==> src/data_space_pkg.sv <==
// constants and types for the data-space decoder
package data_space_pkg;
    // ==========================================
    // data space map
    localparam logic [15:0] REGFILE_BASE  = 16'h0000;
    localparam logic [15:0] STDIO_BASE    = 16'h0020;
    localparam logic [15:0] EXTIO_BASE    = 16'h0060;
    localparam logic [15:0] SRAM_BASE_NRM = 16'h0100;
    localparam logic [15:0] SRAM_BASE_CMP = 16'h0060;
    localparam logic [15:0] SRAM_SIZE_NRM = 16'h1000;
    localparam logic [15:0] SRAM_SIZE_CMP = 16'h0FA0;
    localparam logic [15:0] SRAM_END_NRM  = SRAM_BASE_NRM + SRAM_SIZE_NRM;
    localparam logic [15:0] SRAM_END_CMP  = SRAM_BASE_CMP + SRAM_SIZE_CMP;
    localparam logic [15:0] PORT_IO_OFS   = 16'h0020;

    // ==========================================
    // stall cycles of external accesses
    localparam logic [3:0] EXT_BYTE_NOWAIT = 4'h1;
    localparam logic [3:0] EXT_PAIR_BASE   = 4'h3;

    // ==========================================
    // types
    typedef enum logic [2:0] {
        REGION_REGFILE,
        REGION_STDIO,
        REGION_EXTIO,
        REGION_SRAM,
        REGION_EXT
    } region_t;

    typedef enum logic [2:0] {
        AMODE_DIRECT,
        AMODE_DISP,
        AMODE_INDIRECT,
        AMODE_PREDEC,
        AMODE_POSTINC
    } amode_t;

    typedef enum logic [1:0] {
        PTR_X,
        PTR_Y,
        PTR_Z
    } ptr_t;
endpackage

==> src/data_space_decoder.sv <==
// data-space address generation, region decode and access sequencing
// ==========================================
// Overview of operation
// - normal map: 32 regfile, 64 std I/O, 160 ext I/O, 4096 SRAM.
// - compat map: 32 regfile, 64 std I/O, 4000 SRAM, no ext I/O.
// - ext I/O 0x60-0xFF only by load/store, never port ops; gone in compat.
// - addresses above internal data go to external SRAM, same instructions.
// - internal accesses keep external read and write strobes inactive.
// - external SRAM used only while the external memory enable bit is set.
// - zero-wait external byte access costs one cycle more than internal.
// - zero-wait external stack: call, return, interrupt take three extra cycles.
// - one/two/three wait states add two/three/four cycles per external byte.
// - external stack with 1/2/3 wait states adds five/seven/nine cycles.
// - internal SRAM access takes two cycles: address, then data phase.
// - displacement mode adds unsigned displacement up to 63 to pointer.
// - pointers X,Y,Z from R26-R31; pre-decrement before, post-increment after.
// - direct addressing reaches the whole 64K data space.
// - port instruction I/O offsets 0-0x3F appear at offset plus 0x20.
module data_space_decoder (
    input  wire logic                     clk_sys_i,
    input  wire logic                     rst_i,
    input  wire logic                     compat_mode_i,
    input  wire logic                     ext_mem_enable_bit_i,
    input  wire logic [1:0]               wait_states_i,
    input  wire logic                     req_i,
    input  wire logic                     we_i,
    input  wire logic                     pc_pair_i,
    input  wire logic                     port_op_i,
    input  wire logic [5:0]               port_addr_i,
    input  wire data_space_pkg::amode_t   amode_i,
    input  wire data_space_pkg::ptr_t     ptr_sel_i,
    input  wire logic [15:0]              direct_addr_i,
    input  wire logic [5:0]               disp_i,
    input  wire logic [15:0]              ptr_x_i,
    input  wire logic [15:0]              ptr_y_i,
    input  wire logic [15:0]              ptr_z_i,
    input  wire logic [7:0]               wdata_i,
    input  wire logic [7:0]               regfile_rdata_i,
    input  wire logic [7:0]               stdio_rdata_i,
    input  wire logic [7:0]               extio_rdata_i,
    input  wire logic [7:0]               sram_rdata_i,
    input  wire logic [7:0]               ext_rdata_i,
    output logic                          ready_o,
    output logic                          done_o,
    output logic [7:0]                    rdata_o,
    output logic [15:0]                   addr_o,
    output logic [15:0]                   local_addr_o,
    output data_space_pkg::region_t       region_o,
    output logic                          addr_valid_o,
    output logic                          int_rd_o,
    output logic                          int_wr_o,
    output logic [7:0]                    wdata_o,
    output logic                          ext_rd_n_o,
    output logic                          ext_wr_n_o,
    output logic                          ptr_wr_o,
    output data_space_pkg::ptr_t          ptr_wr_sel_o,
    output logic [15:0]                   ptr_wr_val_o
);
    typedef enum logic [1:0] {
        ST_IDLE,
        ST_ADDR,
        ST_DATA
    } state_t;

    // ==========================================
    // state
    state_t                  st_q,      st_d;
    logic [15:0]             addr_q,    addr_d;
    logic [15:0]             loc_q,     loc_d;
    data_space_pkg::region_t reg_q,     reg_d;
    logic                    we_q,      we_d;
    logic                    ext_on_q,  ext_on_d;
    logic [3:0]              cnt_q,     cnt_d;
    logic [7:0]              wdat_q,    wdat_d;
    logic [7:0]              rdat_q,    rdat_d;
    logic                    pwr_q,     pwr_d;
    data_space_pkg::ptr_t    psel_q,    psel_d;
    logic [15:0]             pval_q,    pval_d;

    logic                    accept;
    logic [15:0]             base;
    logic [15:0]             eff;
    logic [15:0]             sram_base;
    logic [15:0]             sram_end;
    data_space_pkg::region_t rgn;
    logic [15:0]             loc;
    logic [3:0]              extra;
    logic [7:0]              rmux;

    assign accept = (st_q == ST_IDLE) && req_i;

    // ==========================================
    // address generation
    always_comb begin
        case (ptr_sel_i)
            data_space_pkg::PTR_X: base = ptr_x_i;
            data_space_pkg::PTR_Y: base = ptr_y_i;
            default:               base = ptr_z_i;
        endcase
        if (port_op_i) begin
            eff = {10'h000, port_addr_i} + data_space_pkg::PORT_IO_OFS;
        end else begin
            case (amode_i)
                data_space_pkg::AMODE_DIRECT:  eff = direct_addr_i;
                data_space_pkg::AMODE_DISP:    eff = base + {10'h000, disp_i};
                data_space_pkg::AMODE_PREDEC:  eff = base - 16'h0001;
                default:                       eff = base;
            endcase
        end
    end

    // ==========================================
    // region decode
    always_comb begin
        sram_base = compat_mode_i ? data_space_pkg::SRAM_BASE_CMP
                                  : data_space_pkg::SRAM_BASE_NRM;
        sram_end  = compat_mode_i ? data_space_pkg::SRAM_END_CMP
                                  : data_space_pkg::SRAM_END_NRM;
        if (eff < data_space_pkg::STDIO_BASE) begin
            rgn = data_space_pkg::REGION_REGFILE;
            loc = eff - data_space_pkg::REGFILE_BASE;
        end else if (eff < data_space_pkg::EXTIO_BASE) begin
            rgn = data_space_pkg::REGION_STDIO;
            loc = eff - data_space_pkg::STDIO_BASE;
        end else if (eff < sram_base) begin
            rgn = data_space_pkg::REGION_EXTIO;
            loc = eff - data_space_pkg::EXTIO_BASE;
        end else if (eff < sram_end) begin
            rgn = data_space_pkg::REGION_SRAM;
            loc = eff - sram_base;
        end else begin
            rgn = data_space_pkg::REGION_EXT;
            loc = eff - sram_end;
        end
        if (pc_pair_i) begin
            extra = data_space_pkg::EXT_PAIR_BASE
                  + {1'b0, wait_states_i, 1'b0};
        end else if (wait_states_i == 2'b00) begin
            extra = data_space_pkg::EXT_BYTE_NOWAIT;
        end else begin
            extra = {2'b00, wait_states_i} + 4'h1;
        end
    end

    // ==========================================
    // read data select
    always_comb begin
        case (reg_q)
            data_space_pkg::REGION_REGFILE: rmux = regfile_rdata_i;
            data_space_pkg::REGION_STDIO:   rmux = stdio_rdata_i;
            data_space_pkg::REGION_EXTIO:   rmux = extio_rdata_i;
            data_space_pkg::REGION_SRAM:    rmux = sram_rdata_i;
            default:                        rmux = ext_on_q ? ext_rdata_i : 8'h00;
        endcase
    end

    // ==========================================
    // access sequencer
    always_comb begin
        st_d     = st_q;
        addr_d   = addr_q;
        loc_d    = loc_q;
        reg_d    = reg_q;
        we_d     = we_q;
        ext_on_d = ext_on_q;
        cnt_d    = cnt_q;
        wdat_d   = wdat_q;
        rdat_d   = rdat_q;
        pwr_d    = 1'b0;
        psel_d   = psel_q;
        pval_d   = pval_q;
        case (st_q)
            ST_IDLE: begin
                if (req_i) begin
                    st_d     = ST_ADDR;
                    addr_d   = eff;
                    loc_d    = loc;
                    reg_d    = rgn;
                    we_d     = we_i;
                    wdat_d   = wdata_i;
                    ext_on_d = (rgn == data_space_pkg::REGION_EXT)
                            && ext_mem_enable_bit_i;
                    cnt_d    = ext_on_d ? extra : 4'h0;
                    if (!port_op_i && (amode_i == data_space_pkg::AMODE_PREDEC ||
                                       amode_i == data_space_pkg::AMODE_POSTINC)) begin
                        pwr_d  = 1'b1;
                        psel_d = ptr_sel_i;
                        pval_d = (amode_i == data_space_pkg::AMODE_PREDEC) ? eff
                               : base + 16'h0001;
                    end
                end
            end
            ST_ADDR: begin
                st_d = ST_DATA;
            end
            ST_DATA: begin
                if (cnt_q == 4'h0) begin
                    st_d   = ST_IDLE;
                    rdat_d = we_q ? rdat_q : rmux;
                end else begin
                    cnt_d = cnt_q - 4'h1;
                end
            end
            default: begin
                st_d = ST_IDLE;
            end
        endcase
    end

    always_ff @(posedge clk_sys_i) begin
        if (rst_i) begin
            st_q     <= ST_IDLE;
            addr_q   <= 16'h0000;
            loc_q    <= 16'h0000;
            reg_q    <= data_space_pkg::REGION_REGFILE;
            we_q     <= 1'b0;
            ext_on_q <= 1'b0;
            cnt_q    <= 4'h0;
            wdat_q   <= 8'h00;
            rdat_q   <= 8'h00;
            pwr_q    <= 1'b0;
            psel_q   <= data_space_pkg::PTR_X;
            pval_q   <= 16'h0000;
        end else begin
            st_q     <= st_d;
            addr_q   <= addr_d;
            loc_q    <= loc_d;
            reg_q    <= reg_d;
            we_q     <= we_d;
            ext_on_q <= ext_on_d;
            cnt_q    <= cnt_d;
            wdat_q   <= wdat_d;
            rdat_q   <= rdat_d;
            pwr_q    <= pwr_d;
            psel_q   <= psel_d;
            pval_q   <= pval_d;
        end
    end

    // ==========================================
    // outputs
    logic ext_phase;
    assign ext_phase    = (st_q == ST_DATA) && ext_on_q;
    assign ready_o      = (st_q == ST_IDLE);
    assign done_o       = (st_q == ST_DATA) && (cnt_q == 4'h0);
    assign rdata_o      = rdat_q;
    assign addr_o       = addr_q;
    assign local_addr_o = loc_q;
    assign region_o     = reg_q;
    assign addr_valid_o = (st_q != ST_IDLE);
    assign int_rd_o     = (st_q == ST_DATA) && !we_q
                        && (reg_q != data_space_pkg::REGION_EXT);
    assign int_wr_o     = (st_q == ST_DATA) && we_q
                        && (reg_q != data_space_pkg::REGION_EXT);
    assign wdata_o      = wdat_q;
    assign ext_rd_n_o   = !(ext_phase && !we_q);
    assign ext_wr_n_o   = !(ext_phase && we_q);
    assign ptr_wr_o     = pwr_q;
    assign ptr_wr_sel_o = psel_q;
    assign ptr_wr_val_o = pval_q;
endmodule

==> config.mk <==
export PLATFORM = sky130hd
export DESIGN_NAME = data_space_decoder
export DESIGN_NICKNAME = d
export VERILOG_FILES = /design/src/data_space_pkg.sv /design/src/data_space_decoder.sv
export SDC_FILE = /design/constraint.sdc
export NUM_CORES = 1
export LEC_CHECK = 0
export ABC_AREA = 1
export ABC_CLOCK_PERIOD_IN_PS = 9550
export BUFFER_PORTS_ARGS = -buffer_cell sky130_fd_sc_hd__buf_2
export CELL_PAD_IN_SITES_DETAIL_PLACEMENT = 1
export CELL_PAD_IN_SITES_GLOBAL_PLACEMENT = 2
export CORE_MARGIN = 2
export CORE_UTILIZATION = 28
export CTS_CLUSTER_DIAMETER = 50
export DETAILED_ROUTE_END_ITERATION = 7
export GPL_TIMING_DRIVEN = 0
export HOLD_SLACK_MARGIN = 0.1
export PLACE_DENSITY_LB_ADDON = 0.15
export SLEW_MARGIN = 20
export SYNTH_ARGS = -nofsm -noshare
export SYNTH_HDL_FRONTEND = slang
export SYNTH_SLANG_ARGS = --single-unit
==> constraint.sdc <==
create_clock -name clk_sys_i -period 9.55 [get_ports clk_sys_i]
set_clock_uncertainty 0.15 [all_clocks]
set_input_delay 1.91 -clock clk_sys_i [delete_from_list [all_inputs] [get_ports clk_sys_i]]
set_output_delay 1.91 -clock clk_sys_i [all_outputs]
set_load 0.02 [all_outputs]
**Word level (Yosys, flattened, before mapping)**

Index checks and enable logic that the tools add are counted.

- Bits in registers: 78

- Add/sub/neg operators: 11
- Magnitude comparators: 4
- Equality and inequality tests: 14
- Muxes and demuxes: 26
- Bitwise gates (word level): 3
- Reductions and logical operators: 29

Operators by type and width:

| operator | number |
|---|---|
| $mux W16 | 6 |
| $pmux W16 S3 | 1 |
| $pmux W16 S2 | 1 |
| $pmux W8 S4 | 1 |
| $mux W9 | 2 |
| $add A16 B1 Y16 const B | 1 |
| $add A16 B6 Y16 | 1 |
| $lt A16 B13 Y1 | 1 |
| $lt A16 B6 Y1 const B | 1 |
| $lt A16 B7 Y1 const B | 1 |
| $lt A16 B9 Y1 | 1 |
| $mux W4 | 4 |
| $sub A16 B1 Y16 const B | 1 |
| $sub A16 B13 Y16 | 1 |
| $sub A16 B6 Y16 const B | 1 |
| $sub A16 B7 Y16 const B | 1 |
| $sub A16 B9 Y16 | 1 |
| $mux W3 | 5 |
| $logic_and A1 B1 Y1 | 10 |
| $eq A3 B2 Y1 const B | 3 |
| $reduce_and A3 Y1 | 3 |
| $mux W8 | 1 |
| $pmux W4 S2 | 1 |
| $add A6 B6 Y7 const B | 1 |
| other kinds (21) | 37 |

**Logic depth before layout (Yosys ltp)**

- Depth after elaboration: 15
- Mapped depth: 33
- Gate-level depth less buffers: 32

**Worst setup path after synthesis**

No wires, ideal clock.

- Kind: input port to flip-flop
- From: input port ptr_sel_i[0]
- To: register loc_q[13] (netlist: local_addr_o[13])
- Setup time: 113 ps
- Arrival: 5072 ps
- Setup slack: 4215 ps
- Stages on the path: 28
- Cells stage by stage: nor2_2 inv_2 buf_4 o22a_1 o21a_1 inv_1 ha_1 inv_1 fa_1 nand4_1 nand3b_1 nand3_1 nand2_1 o21ai_2 inv_1 ha_1 a21oi_1 nand2_1 nand2_1 nand4_2 nor2_8 o21ai_2 nand2_1 nand2_1 nand2_1 nand2_1 nand2_1 nor2_1

- Longest elaborated chain between the ends: 10
- Elaborated cells between the ends (all ways): 19
- Those cells by class: add/sub: 6; order compare: 4; eq/ne: 1; mux: 7; reduce/logical: 1

Ends and longest elaborated chain:

| what | line | RTL |
|---|---|---|
| start, declared | data_space_decoder.sv:31 | `input wire data_space_pkg::ptr_t ptr_sel_i,` |
| $eq A2 B1 Y1 or $logic_not A2 Y1 (tied branches) | data_space_decoder.sv:95 | `case (ptr_sel_i)` |
| $pmux W16 S2 * | data_space_decoder.sv:95 |  |
| $sub A16 B1 Y16 or $add A16 B6 Y16 (tied branches) | data_space_decoder.sv:106, data_space_decoder.sv:105 |  |
| $pmux W16 S3 * | data_space_decoder.sv:103 | `case (amode_i)` |
| $mux W16 * | data_space_decoder.sv:100 | `if (port_op_i) begin` |
| net eff[6] | data_space_decoder.sv:82 | `logic [15:0] eff;` |
| $sub A16 B13 Y16, or another cell as far along | data_space_decoder.sv:133 | `loc = eff - sram_end;` |
| $mux W16 | data_space_decoder.sv:128 | `end else if (eff < sram_end) begin` |
| $mux W16 | data_space_decoder.sv:125 | `end else if (eff < sram_base) begin` |
| $mux W16 | data_space_decoder.sv:122 | `end else if (eff < data_space_pkg::EXTIO_BASE) begin` |
| $mux W16 * | data_space_decoder.sv:119 | `if (eff < data_space_pkg::STDIO_BASE) begin` |
| end signal, assigned | data_space_decoder.sv:227 | `loc_q <= loc_d;` |
| end, declared | data_space_decoder.sv:69 | `logic [15:0] loc_q, loc_d;` |

The timed path passes the listed nets; every way through them passes the cells marked *.
A chain may end at the register's enable or synchronous reset.

**Worst setup path after layout**

- From: input port disp_i[0]
- To: register loc_q[10] (netlist: local_addr_o[10])

- Longest elaborated chain between the ends: 8
- Elaborated cells between the ends (all ways): 15
- Those cells by class: add/sub: 5; order compare: 4; mux: 6

Ends and longest elaborated chain:

| what | line | RTL |
|---|---|---|
| start, declared | data_space_decoder.sv:33 | `input wire logic [5:0] disp_i,` |
| $add A16 B6 Y16 * | data_space_decoder.sv:105 | `data_space_pkg::AMODE_DISP: eff = base + {10'h000, disp_i};` |
| $pmux W16 S3 * | data_space_decoder.sv:103 |  |
| $mux W16 * | data_space_decoder.sv:100 |  |
| $sub A16 B13 Y16, or another cell as far along | data_space_decoder.sv:133 |  |
| $mux W16 | data_space_decoder.sv:128 |  |
| $mux W16 | data_space_decoder.sv:125 |  |
| $mux W16 | data_space_decoder.sv:122 |  |
| $mux W16 * | data_space_decoder.sv:119 |  |

Every way passes the cells marked *; elsewhere a longest branch is shown, timed or not.

==> flow_summary.toml <==
[worst_setup_path]
worstSetupPathType = "input port to register"
worstReg2RegStart = "st_q[0]"
critPathMaxFanout = 9
worst_setup_path_end_kind = "register"
worstPathArrival_ns = 6.21
worst-r2r-setup-slack_ns = 6.83
worstPathRequired_ns = 9.60
rr_worst_depth = 7
crit_path_start_kind = "input port"
reg2reg_to = "local_addr_o[14]"

[timing]
hold_ws_ns = 0.3125
finalCritPeriodShare_pct = 64.48
rsz0062_at_grt = "false"
hold_violations = 0
slew_violations = 0
slew_headroom_pct = 40.17
setup_viol = 0
fin_crit_ns = 6.158
fmax_ghz = 0.1624
fin_tns_setup_ns = 0
worst_pin_slew_ns = 0.8956

[synth]
synth_nets = 1132
yosysTopAreaCellShare_pct = 23.76
ys_seq_elements = 73
yosys-top-cells-area = "dfxtp_1, nand2_1, inv_1"
synthTopCellsByCount = "nand2_1, inv_1, nor2_1, a21oi_1, dfxtp_1"
ys_types = 55
syn_avg_cell_area_um2 = 6.386
synth_area_um2 = 6150
yosysTopAreaCell = "dfxtp_1"
synth_ff_type = "dfxtp_1"
yosys.cell_count.top_type = "nand2_1"
synth-async-reset-ratio_pct = 0
synth-seq-area-share_pct = 23.76
yosysWarningCount = 0
syn-instance-count = 963
synth_edf_count = 0

[route]
wirelength_um = 25690
via_per_inst = 4.843
drc = 0
drtAntennaViolNets = 0
via_count = 7134
dr.pass1.iters = 4
drt-wirelength-per-cell_um = 17.44
first_iter_violations = 284

[final_layout]
fillers = 2889
areaGrowthSynthToFinish_pct = 28.46
drive_gt1_share_pct = 26.32
multiInputGateArea_um2 = 4009
n_antenna_cell = 0
seqCellArea_um2 = 1461
nets = 1357

[global_route]
grt_usage_pct = 21.87
grt_antenna_before_repair = 0
grt_pass1_wl_um = 40320
grt_max_degree = 14
overflow = 0
grt_pass1_vias = 7125

[clocking]
cts_buffers = 9
post-cts-setup-buffer-count = 0
cts_hold_buf = 0
cts.path.max_buffers = 2
cts_sinks = 73
cts_resized = 0
clk_latency_ns = 0.33
clk_pin_slew_ns = 0.06
cts_max_level = 3
cts_root_buf = "clkbuf_16"
cts_tree = "done"

[floorplanning]
die_w_um = 152.2
die_h_um = 152.2
coreArea_um2 = 21690
core.rowCount = 54
start_util_pct = 28.35
pin_count = 216
die_area_um2 = 23160

[power]
power_density_nw_per_um2 = 145.1
ir_drop_mv = 0.06728
leakage_uw = 0.004071

[placement]
place_hpwl_um = 21460
portBuffers = 214
place.gp.congestion = 0.9290

[hold_path]
min_to = "addr_o[12]"
hp-class = "register to register"
hp-start = "addr_o[12]"
hold_path_depth = 2

[outcome]
status = "complete, no violations"

[job]
drv_cap = 0
==> worst max-delay path, stage by stage <==
cell and delay [ns]:
buf_2 0.10, inv_1 0.13, ha_1 0.19, nand2_1 0.10, or3_1 0.37, o21ai_0 0.50, ha_1 0.43, a21oi_1 0.38
inv_1 0.12, a31oi_1 0.18, nor2_1 0.06, nor2_1 0.14, nand2_1 0.07, nand2_1 0.05, nand3_1 0.07, nand2_1 0.11
nand2_1 0.22, nand3_1 0.21, nand2_2 0.12, nand2_4 0.18, inv_4 0.09, nand2_1 0.06, o21ai_1 0.12, nor4_1 0.23
nor3_1 0.08
==> flip-flops by register name, summed over array words and instances (netlist names) <==
signal        cells
ptr_wr_val_o     16
ptr_wr_sel_o      2
wdata_o           8
region_o          3
ptr_wr_o          1
addr_o           16
ext_on_q          1
rdata_o           8
cnt_q             4
st_q              2
we_q              1
local_addr_o     11
==> logic make-up (layout without fill, tap and decap cells) <==
family,Yosys count,in the layout,share of synthesized area (%)
compound gates,233,233,22.91
xor+xnor,19,19,2.706
flops,73,73,23.76
fa+ha+maj,30,30,6.348
simple gates,437,437,33.22
buf+inv,171,401,11.05
==> worst max-delay path by stage <==
stage                      start          endpoint  slack, ns
floorplan           ptr_sel_i[0]  local_addr_o[13]       4.22
global placement    ptr_sel_i[1]   local_addr_o[6]       3.08
detailed placement  ptr_sel_i[1]   local_addr_o[6]       3.09
CTS                 ptr_sel_i[1]   local_addr_o[6]       3.44
global route        ptr_sel_i[1]   local_addr_o[6]       2.99
finish                 disp_i[0]  local_addr_o[10]       3.39
==> per-stage QoR <==
stage	total power [uW]	setup WS, ns	cells	utilization (%)	cell area [um^2]
6_report	1146	3.392	1473	36.43	7900
5_1_grt	1226	2.990	1473	36.43	7900
4_1_cts	1159	3.441	1473	36.43	7900
3_5_place_dp	781.6	3.090	1457	34.91	7571
3_3_place_gp	777.0	3.085	1457	34.91	7571
2_1_floorplan	632.7	4.215	963	-	6150
==> cell usage in the layout (no fill, tap or decap), types with 5 or more instances in the layout <==
master     instances
buf_2            218
clkbuf_16          9
clkbuf_1          26
buf_4              6
nor2_4             5
o21ai_1            5
nand3_1           55
o21a_1            10
or2_2              6
inv_2             14
o21ai_2            5
o22ai_1           20
xor2_1            16
dfxtp_1           73
o211ai_1          16
nand2_2           14
inv_1            117
a31oi_1           10
nor3_1            11
nand3_2            7
o22a_1            10
nor2_1            83
a21oi_1           80
nand2_1          222
nand4_1            9
ha_1              28
o21ai_0           56
==> routing by layer <==
metal / share of wire [%] / up-vias / GRT usage [%]
li1: - / 3651 / -
met3: 4.0 / 12 / 3.441
met5: 0 / - / 0
met2: 44 / 134 / 35.54
met4: 0.82 / 0 / 3.204
met1: 51 / 3337 / 31.23
==> power by group <==
group	internal, uW	switching (uW)	leakage, uW	total, uW
Sequential	327	14.4	0.000598	342
Combinational	147	286	0.00331	433
Clock	237	135	0.000159	371
==> final cells by class <==
| cell class | instances | share of cell area [%] |
|---|---|---|
| clock inverters | 6 | 1.140 |
| multi-input cells | 719 | 50.74 |
| well taps | 280 | 4.435 |
| clock buffers | 10 | 3.025 |
| plain buffers | 38 | 2.249 |
| flip-flops and latches | 73 | 18.50 |
| repair buffers | 214 | 13.56 |
| inverters | 133 | 6.351 |
Power figures use the tool's default switching activity.
